==> config.mk <==
export PLATFORM = sky130hd
export DESIGN_NAME = pmcs_top
export DESIGN_NICKNAME = d
export VERILOG_FILES = /design/src/pmcs_pkg.sv /design/src/pmcs_top.sv /design/src/pmcs_sticky.sv
export VERILOG_INCLUDE_DIRS = /design/src /design/src/src
export SDC_FILE = /design/constraint.sdc
export NUM_CORES = 1
export LEC_CHECK = 0
export ABC_AREA = 1
export BUFFER_PORTS_ARGS = -buffer_cell sky130_fd_sc_hd__buf_2
export CAP_MARGIN = 20
export CORE_ASPECT_RATIO = 0.5
export CORE_UTILIZATION = 30
export CTS_BUF_LIST = sky130_fd_sc_hd__clkbuf_16
export CTS_CLUSTER_SIZE = 25
export DETAILED_ROUTE_END_ITERATION = 6
export GPL_TIMING_DRIVEN = 0
export SETUP_SLACK_MARGIN = 0.15
export SLEW_MARGIN = 15
export SYNTH_ARGS = -nofsm -noshare
export SYNTH_HDL_FRONTEND = slang
export SYNTH_SLANG_ARGS = --single-unit
==> constraint.sdc <==
create_clock -name pclk -period 0.9 [get_ports pclk]
set_clock_uncertainty 0.2 [all_clocks]
set_input_delay 0.045 -clock pclk [delete_from_list [all_inputs] [get_ports pclk]]
set_output_delay 0.045 -clock pclk [all_outputs]
set_load 0.005 [all_outputs]
==> src/pmcs_map.svh <==
`ifndef PMCS_MAP_SVH
`define PMCS_MAP_SVH

// Register byte offsets
`define PMCS_CTRL_STAT_OFF 12'h0c4
`define PMCS_INT_STAT_OFF 12'h100
`define PMCS_INT_MASK_OFF 12'h104
`define PMCS_EVENT_OFF 12'h108

// Field positions in the control and status word
`define PMCS_POWER_STATE_FIELD_LSB 0
`define PMCS_POWER_STATE_FIELD_MSB 1
`define PMCS_CTX_BIT 3
`define PMCS_WEN_BIT 8
`define PMCS_WST_BIT 15

// Reset values
`define PMCS_POWER_STATE_FIELD_RST 2'h0
`define PMCS_CTX_RST 1'h1
`define PMCS_WEN_RST 1'h0
`define PMCS_WST_RST 1'h0

// Power state codes
`define PMCS_PS_ON 2'h0
`define PMCS_PS_SLEEP1 2'h1
`define PMCS_PS_SLEEP2 2'h2
`define PMCS_PS_HOTOFF 2'h3

// Interrupt status bit positions
`define PMCS_IRQ_WAKE 0
`define PMCS_IRQ_PSCHG 1
`define PMCS_IRQ_W 2

`endif

==> src/pmcs_pkg.sv <==
package pmcs_pkg;

    // APB request from the master
    typedef struct packed {
        logic psel;
        logic penable;
        logic pwrite;
        logic [11:0] paddr;
        logic [31:0] pwdata;
    } pmcs_apb_req_type;

    // APB answer to the master
    typedef struct packed {
        logic pready;
        logic pslverr;
        logic [31:0] prdata;
    } pmcs_apb_rsp_type;

    // Sticky wake bits held across hot reset
    typedef struct packed {
        logic wake_event_enable;
        logic wake_event_status;
    } pmcs_sticky_type;

endpackage

==> src/pmcs_top.sv <==
// Behaviour
// - Two-bit power state reads back and is writable; 0 on, 3 hot-off.
// - Codes one and two are reserved sleep states, unsupported.
// - Context-kept flag at bit 3 resets to one.
// - Wake-event enable at bit 8 permits wake messages; resets zero.
// - Wake-event enable survives hot reset; only fundamental reset clears.
// - Wake status bit 15 sets on own wake event; write one clears.
// - Forwarded wake messages never set wake status.
// - Upstream port never sets wake status.
// - Data select, data scale and data byte read zero.
// - Bus power support and clock enable bits read zero.
//
// The APB interface to the registers was left to the implementer.
`timescale 1ns/10ps
`include "pmcs_map.svh"

module pmcs_top #(
    parameter bit UPSTREAM_PORT = 1'b0
) (
    input wire logic pclk,
    input wire logic presetn,
    input wire logic hot_reset,
    input pmcs_pkg::pmcs_apb_req_type apb_req,
    output pmcs_pkg::pmcs_apb_rsp_type apb_rsp,
    input wire logic own_wake_event,
    input wire logic fwd_wake_event,
    output logic wake_msg_req,
    output logic context_kept_flag,
    output logic [1:0] power_state_field,
    output logic irq
);
    import pmcs_pkg::*;

    // ========================================
    // Bus decode
    logic acc;
    logic wr;
    logic hit_cs;
    logic hit_is;
    logic hit_im;
    logic hit_ev;
    logic [31:0] wd;
    logic [1:0] ps_q;
    logic ctx_q;
    logic [`PMCS_IRQ_W-1:0] ist_q;
    logic [`PMCS_IRQ_W-1:0] imask_q;
    logic [`PMCS_IRQ_W-1:0] ist_set;
    logic [31:0] rdata_d;
    logic [31:0] rdata_q;
    logic err_q;
    logic gen_wake;
    logic ps_we;
    pmcs_sticky_type sticky_q;

    // Access phase; slave always ready in the access cycle
    assign acc = apb_req.psel && apb_req.penable;
    assign wr = acc && apb_req.pwrite;
    assign wd = apb_req.pwdata;
    assign hit_cs = apb_req.paddr == `PMCS_CTRL_STAT_OFF;
    assign hit_is = apb_req.paddr == `PMCS_INT_STAT_OFF;
    assign hit_im = apb_req.paddr == `PMCS_INT_MASK_OFF;
    assign hit_ev = apb_req.paddr == `PMCS_EVENT_OFF;

    // ========================================
    // Power state and context flag
    // Reserved codes rejected
    assign ps_we = wr && hit_cs &&
        (wd[`PMCS_POWER_STATE_FIELD_MSB:`PMCS_POWER_STATE_FIELD_LSB] == `PMCS_PS_ON ||
         wd[`PMCS_POWER_STATE_FIELD_MSB:`PMCS_POWER_STATE_FIELD_LSB] == `PMCS_PS_HOTOFF);

    // Power state write; reserved codes ignored
    always_ff @(posedge pclk or negedge presetn) begin
        if (!presetn) begin
            ps_q <= `PMCS_POWER_STATE_FIELD_RST;
        end else if (hot_reset) begin
            ps_q <= `PMCS_POWER_STATE_FIELD_RST;
        end else if (ps_we) begin
            ps_q <= wd[`PMCS_POWER_STATE_FIELD_MSB:`PMCS_POWER_STATE_FIELD_LSB];
        end
    end

    // Context flag, loadable by firmware, default one
    always_ff @(posedge pclk or negedge presetn) begin
        if (!presetn) begin
            ctx_q <= `PMCS_CTX_RST;
        end else if (hot_reset) begin
            ctx_q <= `PMCS_CTX_RST;
        end else if (wr && hit_cs) begin
            ctx_q <= wd[`PMCS_CTX_BIT];
        end
    end

    // ========================================
    // Wake events
    // Forwarded events ignored; upstream never generates
    assign gen_wake = own_wake_event && !UPSTREAM_PORT;

    pmcs_sticky u_sticky (
        .pclk(pclk),
        .presetn(presetn),
        .wen_we(wr && hit_cs),
        .wen_wd(wd[`PMCS_WEN_BIT]),
        .wst_clr(wr && hit_cs && wd[`PMCS_WST_BIT]),
        .wst_set(gen_wake),
        .sticky_q(sticky_q)
    );

    always_ff @(posedge pclk or negedge presetn) begin
        if (!presetn) begin
            wake_msg_req <= 1'b0;
        end else begin
            wake_msg_req <= gen_wake && sticky_q.wake_event_enable;
        end
    end

    assign power_state_field = ps_q;
    assign context_kept_flag = ctx_q;

    // ========================================
    // Interrupt status and mask
    assign ist_set[`PMCS_IRQ_WAKE] = gen_wake;
    assign ist_set[`PMCS_IRQ_PSCHG] = ps_we &&
        (wd[`PMCS_POWER_STATE_FIELD_MSB:`PMCS_POWER_STATE_FIELD_LSB] != ps_q);

    // Set wins over write-one clear
    always_ff @(posedge pclk or negedge presetn) begin
        if (!presetn) begin
            ist_q <= '0;
        end else begin
            ist_q <= ist_set | (ist_q &
                ~((wr && hit_is) ? wd[`PMCS_IRQ_W-1:0] : '0));
        end
    end

    // Mask register, one enables the source
    always_ff @(posedge pclk or negedge presetn) begin
        if (!presetn) begin
            imask_q <= '0;
        end else if (wr && hit_im) begin
            imask_q <= wd[`PMCS_IRQ_W-1:0];
        end
    end

    assign irq = |(ist_q & imask_q);

    // ========================================
    // Read data
    // Unused fields read zero; reserved zero
    always_comb begin
        rdata_d = '0;
        if (hit_cs) begin
            rdata_d[`PMCS_POWER_STATE_FIELD_MSB:`PMCS_POWER_STATE_FIELD_LSB] = ps_q;
            rdata_d[`PMCS_CTX_BIT] = ctx_q;
            rdata_d[`PMCS_WEN_BIT] = sticky_q.wake_event_enable;
            rdata_d[`PMCS_WST_BIT] = sticky_q.wake_event_status;
        end else if (hit_is) begin
            rdata_d[`PMCS_IRQ_W-1:0] = ist_q;
        end else if (hit_im) begin
            rdata_d[`PMCS_IRQ_W-1:0] = imask_q;
        end
    end

    // Read data captured in setup cycle, shown in access cycle
    always_ff @(posedge pclk or negedge presetn) begin
        if (!presetn) begin
            rdata_q <= '0;
            err_q <= 1'b0;
        end else if (apb_req.psel && !apb_req.penable) begin
            rdata_q <= apb_req.pwrite ? 32'h0000_0000 : rdata_d;
            err_q <= !(hit_cs || hit_is || hit_im || hit_ev);
        end
    end

    assign apb_rsp.pready = 1'b1;
    assign apb_rsp.pslverr = acc && err_q;
    assign apb_rsp.prdata = rdata_q;
endmodule

==> src/pmcs_sticky.sv <==
`timescale 1ns/10ps
`include "pmcs_map.svh"

module pmcs_sticky (
    input wire logic pclk,
    input wire logic presetn,
    input wire logic wen_we,
    input wire logic wen_wd,
    input wire logic wst_clr,
    input wire logic wst_set,
    output pmcs_pkg::pmcs_sticky_type sticky_q
);
    import pmcs_pkg::*;

    logic wen_q;
    logic wst_q;

    // Only fundamental reset reaches these bits; hot reset is ignored
    // Sticky enable bit
    always_ff @(posedge pclk or negedge presetn) begin
        if (!presetn) begin
            wen_q <= `PMCS_WEN_RST;
        end else if (wen_we) begin
            wen_q <= wen_wd;
        end
    end

    // Set wins over a write-one clear in the same cycle
    // Sticky status set
    always_ff @(posedge pclk or negedge presetn) begin
        if (!presetn) begin
            wst_q <= `PMCS_WST_RST;
        end else if (wst_set) begin
            wst_q <= 1'b1;
        end else if (wst_clr) begin
            wst_q <= 1'b0;
        end
    end

    // One driver for the packed pair, so no process shares the struct
    assign sticky_q = '{wake_event_enable: wen_q,
        wake_event_status: wst_q};

endmodule

==> load_flow_metrics.sql <==
INSERT INTO impl_metrics (metric_group, metric, value, unit) VALUES
('placed_design', 'place_hpwl', '2110', 'um'),
('clocking', 'clock_tree_from_tritoncts', 'done', ''),
('clocking', 'clock-root-buffer', 'sky130_fd_sc_hd__clkbuf_16', ''),
('pwr', 'leakage', '1.24', 'nW'),
('timing', 'fmaxAchievable', '0.841', 'GHz'),
('routing', 'wl_per_cell', '9.80', 'um'),
('critical_path', 'path_cells', 'inv_2, o22ai_2, buf_2', ''),
('floorplan', 'initial_core_util', '0.319', ''),
('placed_design', 'numPlacedInstances', '286', ''),
('floorplan', 'die_height', '47.9', 'um'),
('pwr', 'p_seq_frac', '0.358', ''),
('clocking', 'cts.path.max_buffers', '2', ''),
('global_routing', 'grt_pass1_wl', '4370', 'um'),
('critical_path', 'worst_setup_path_end_kind', 'output port', ''),
('critical_path', 'worst-path-max-fanout', '2', ''),
('timing', 'hold_viol_final', '30', ''),
('final_layout', 'mostFrequentLayoutCell', 'sky130_fd_sc_hd__buf_4', ''),
('placed_design', 'place_congestion', '0.764', ''),
('floorplan', 'fp.coreArea', '3960', 'sq um'),
('logic_synthesis', 'ys_seq_area_frac', '0.318', ''),
('clocking', 'clock-sinks', '16', ''),
('global_routing', 'global_route.overflow_total', '0', ''),
('pwr', 'switchingPower', '0.507', 'mW'),
('final_layout', 'design.final.nets', '305', ''),
('timing', 'timing.final.max_slew_violations', '0', ''),
('worst_hold_path', 'hold_class', 'input port to asynchronous set/reset pin', ''),
('critical_path', 'critical_path_s_largest_stage_delay', '0.37', 'ns'),
('timing', 'grt_setup_unrepaired', 'true', ''),
('timing', 'layout_min_cycle_time', '1.19', 'ns'),
('pwr', 'power.density_cell_area', '950', 'nW/um^2'),
('logic_synthesis', 'ys_types', '22', ''),
('floorplan', 'design.die.area', '4500', 'sq um'),
('clocking', 'tritoncts.num_buffers', '3', ''),
('timing', 'fin_ws', '-0.290', 'ns'),
('final_layout', 'fin_cells', '306', ''),
('critical_path', 'critical-path-slowest-cell', 'sky130_fd_sc_hd__dfrtp_1', ''),
('critical_path', 'worst-setup-path-type', 'register to output port', ''),
('clocking', 'clock_pin_slew_on_the_worst_setup_and_hold_paths', '0.05', 'ns'),
('logic_synthesis', 'synth_simple_gate_area_share', '0.379', ''),
('routing', 'drc', '0', ''),
('logic_synthesis', 'combinational_family_with_the_most_area_after_synthesis', 'simple AND/OR/NAND/NOR gates', ''),
('job', 'timing.max_cap.violations', '0', ''),
('logic_synthesis', 'synth.mux.area_fraction', '0', ''),
('timing', 'fin_hold_ws', '-0.491', 'ns'),
('timing', 'setup_violations', '23', ''),
('critical_path', 'worstPathRequired', '0.65', 'ns'),
('logic_synthesis', 'post_syn_area_per_cell', '7.35', 'sq um'),
('pwr', 'post-layout-total-power', '2.04', 'mW'),
('critical_path', 'critical_path_at', '0.94', 'ns'),
('floorplan', 'fp-row-count', '16', ''),
('logic_synthesis', 'synth_compound_area_frac', '0.0445', ''),
('logic_synthesis', 'syn_area', '1260', 'sq um'),
('routing', 'wirelength', '3000', 'um'),
('pwr', 'clock_power_share', '0.428', ''),
('routing', 'drt_first_iter_violations', '22', ''),
('global_routing', 'track_usage', '0.130', ''),
('routing', 'dr_total_vias', '1229', ''),
('logic_synthesis', 'yosys_most_used_dff', 'sky130_fd_sc_hd__dfrtp_1', ''),
('global_routing', 'grt_pass1_vias', '1014', ''),
('final_layout', 'diodes', '0', ''),
('final_layout', 'flow.area_growth_from_synthesis', '69.5', '%'),
('logic_synthesis', 'async_flop_share', '1.00', ''),
('status', 'violations', 'negative hold slack, negative setup slack', ''),
('status', 'outcome', 'complete, but fails checks', ''),
('pwr', 'sw_frac_of_total', '0.249', ''),
('timing', 'final_min_period_over_clock_period', '1.32', ''),
('logic_synthesis', 'synth-edff-count', '0', ''),
('final_layout', 'drive_gt1_frac', '0.560', ''),
('logic_synthesis', 'synth-adder-area-share', '0', ''),
('pwr', 'peakVddDrop', '0.540', 'mV'),
('pwr', 'combinationalPowerShare', '0.214', '');
[power by group through the flow]
stage	sequential, mW	clock, mW	combinational [mW]
after global placement	0.741	0	0.338
after floorplan	0.740	0	0.228
final	0.729	0.873	0.436
after CTS	0.729	0.893	0.395
after detailed placement	0.741	0	0.344
after global routing	0.729	0.934	0.478
[state kept, by name, summed over array words and instances (netlist names)]
| register | flops |
|---|---|
| power_state_field | 2 |
| err_q | 1 |
| u_sticky.wst_q | 1 |
| wake_msg_req | 1 |
| imask_q | 2 |
| u_sticky.wen_q | 1 |
| rdata_q | 5 |
| context_kept_flag | 1 |
| ist_q | 2 |
[timing repair]
| item | CTS | global route |
|---|---|---|
| gates resized for setup | 44 | 32 |
| pin swaps | 24 | 14 |
| cloned | 0 | 0 |
| setup endpoints to repair | 27 | 27 |
| endpoints found under the hold margin | 30 | 29 |
| setup buffers | 12 | 4 |
[synthesized netlist by cell type, types with 3 or more instances]
| cell | n | area, sq um |
|---|---|---|
| sky130_fd_sc_hd__nor2_2 | 5 | 31.3 |
| sky130_fd_sc_hd__o21ai_1 | 5 | 25.0 |
| sky130_fd_sc_hd__nor2_1 | 9 | 33.8 |
| sky130_fd_sc_hd__nand3_2 | 4 | 40.0 |
| sky130_fd_sc_hd__nor2_8 | 3 | 60.1 |
| sky130_fd_sc_hd__dfrtp_1 | 15 | 375 |
| sky130_fd_sc_hd__nand3_1 | 13 | 65.1 |
| sky130_fd_sc_hd__buf_4 | 28 | 210 |
| sky130_fd_sc_hd__inv_1 | 26 | 97.6 |
| sky130_fd_sc_hd__o21ai_0 | 5 | 25.0 |
| sky130_fd_sc_hd__nand2_2 | 4 | 25.0 |
| sky130_fd_sc_hd__nand2_1 | 40 | 150 |
[area by class of cell]
type	count	area [sq um]
timing repair buffer	50	418
fill	356	1820
buffer	28	210
sequential	16	402
clock inverter	1	3.75
inverter	27	128
multi-input combinational	127	841
clock buffer	3	75.1
tap	54	67.6
[logic make-up (layout without fill, tap and decap cells)]
group / after synthesis / in the layout
AO/OA/AOI/OAI: 11 / 11
buffers and inverters: 55 / 109
other: 2 / 28
AND/OR/NAND/NOR: 87 / 87
XOR/XNOR: 1 / 1
flip-flops: 16 / 16
[final timing paths]
path                                                   from                             to  slack, ns  cells past startpoint
min in group pclk                                apb_req[8]     u_sticky.wen_q$_DFFE_PN0P_      -0.20                      3
setup reg to reg           power_state_field[1]$_DFFE_PN0P_             ist_q[1]$_DFF_PN0_      -0.19                      5
setup / recovery                         ist_q[0]$_DFF_PN0_                            irq      -0.29                      3
hold / removal                                      presetn         rdata_q[3]$_DFFE_PN0P_      -0.49                      1
max in group asynchronous                           presetn  context_kept_flag$_DFFE_PN1P_       0.68                      1
hold reg to reg                  u_sticky.wst_q$_DFFE_PN0P_     u_sticky.wst_q$_DFFE_PN0P_       0.27                      2
[critical path: cells and delay by family (launching register included)]
kind	cells	cell delay (ns)
flops	1	0.37
buf+inv	2	0.19
compound gates	1	0.14
[metrics by stage]
stage                     utilization  instance area [sq um]  TNS [ns]  setup slack [ns]
after floorplan                     -                   1430     -1.05            -0.124
after global placement          0.420                   1670     -4.37            -0.399
after detailed placement        0.420                   1670     -4.57            -0.406
after CTS                       0.503                   1990     -2.62            -0.303
after global routing            0.541                   2140     -3.76            -0.343
final                           0.541                   2140     -2.76            -0.290
[per-layer routing]
layer / global-route usage / wire (um) / vias to the layer above
li1: - / - / 634
met1: 0.154 / 1310 / 542
met2: 0.241 / 1470 / 51
met3: 0.0397 / 208 / 2
met4: 0.0338 / 10 / 0
met5: 0 / 0 / -
Power figures use the tool's default switching activity.
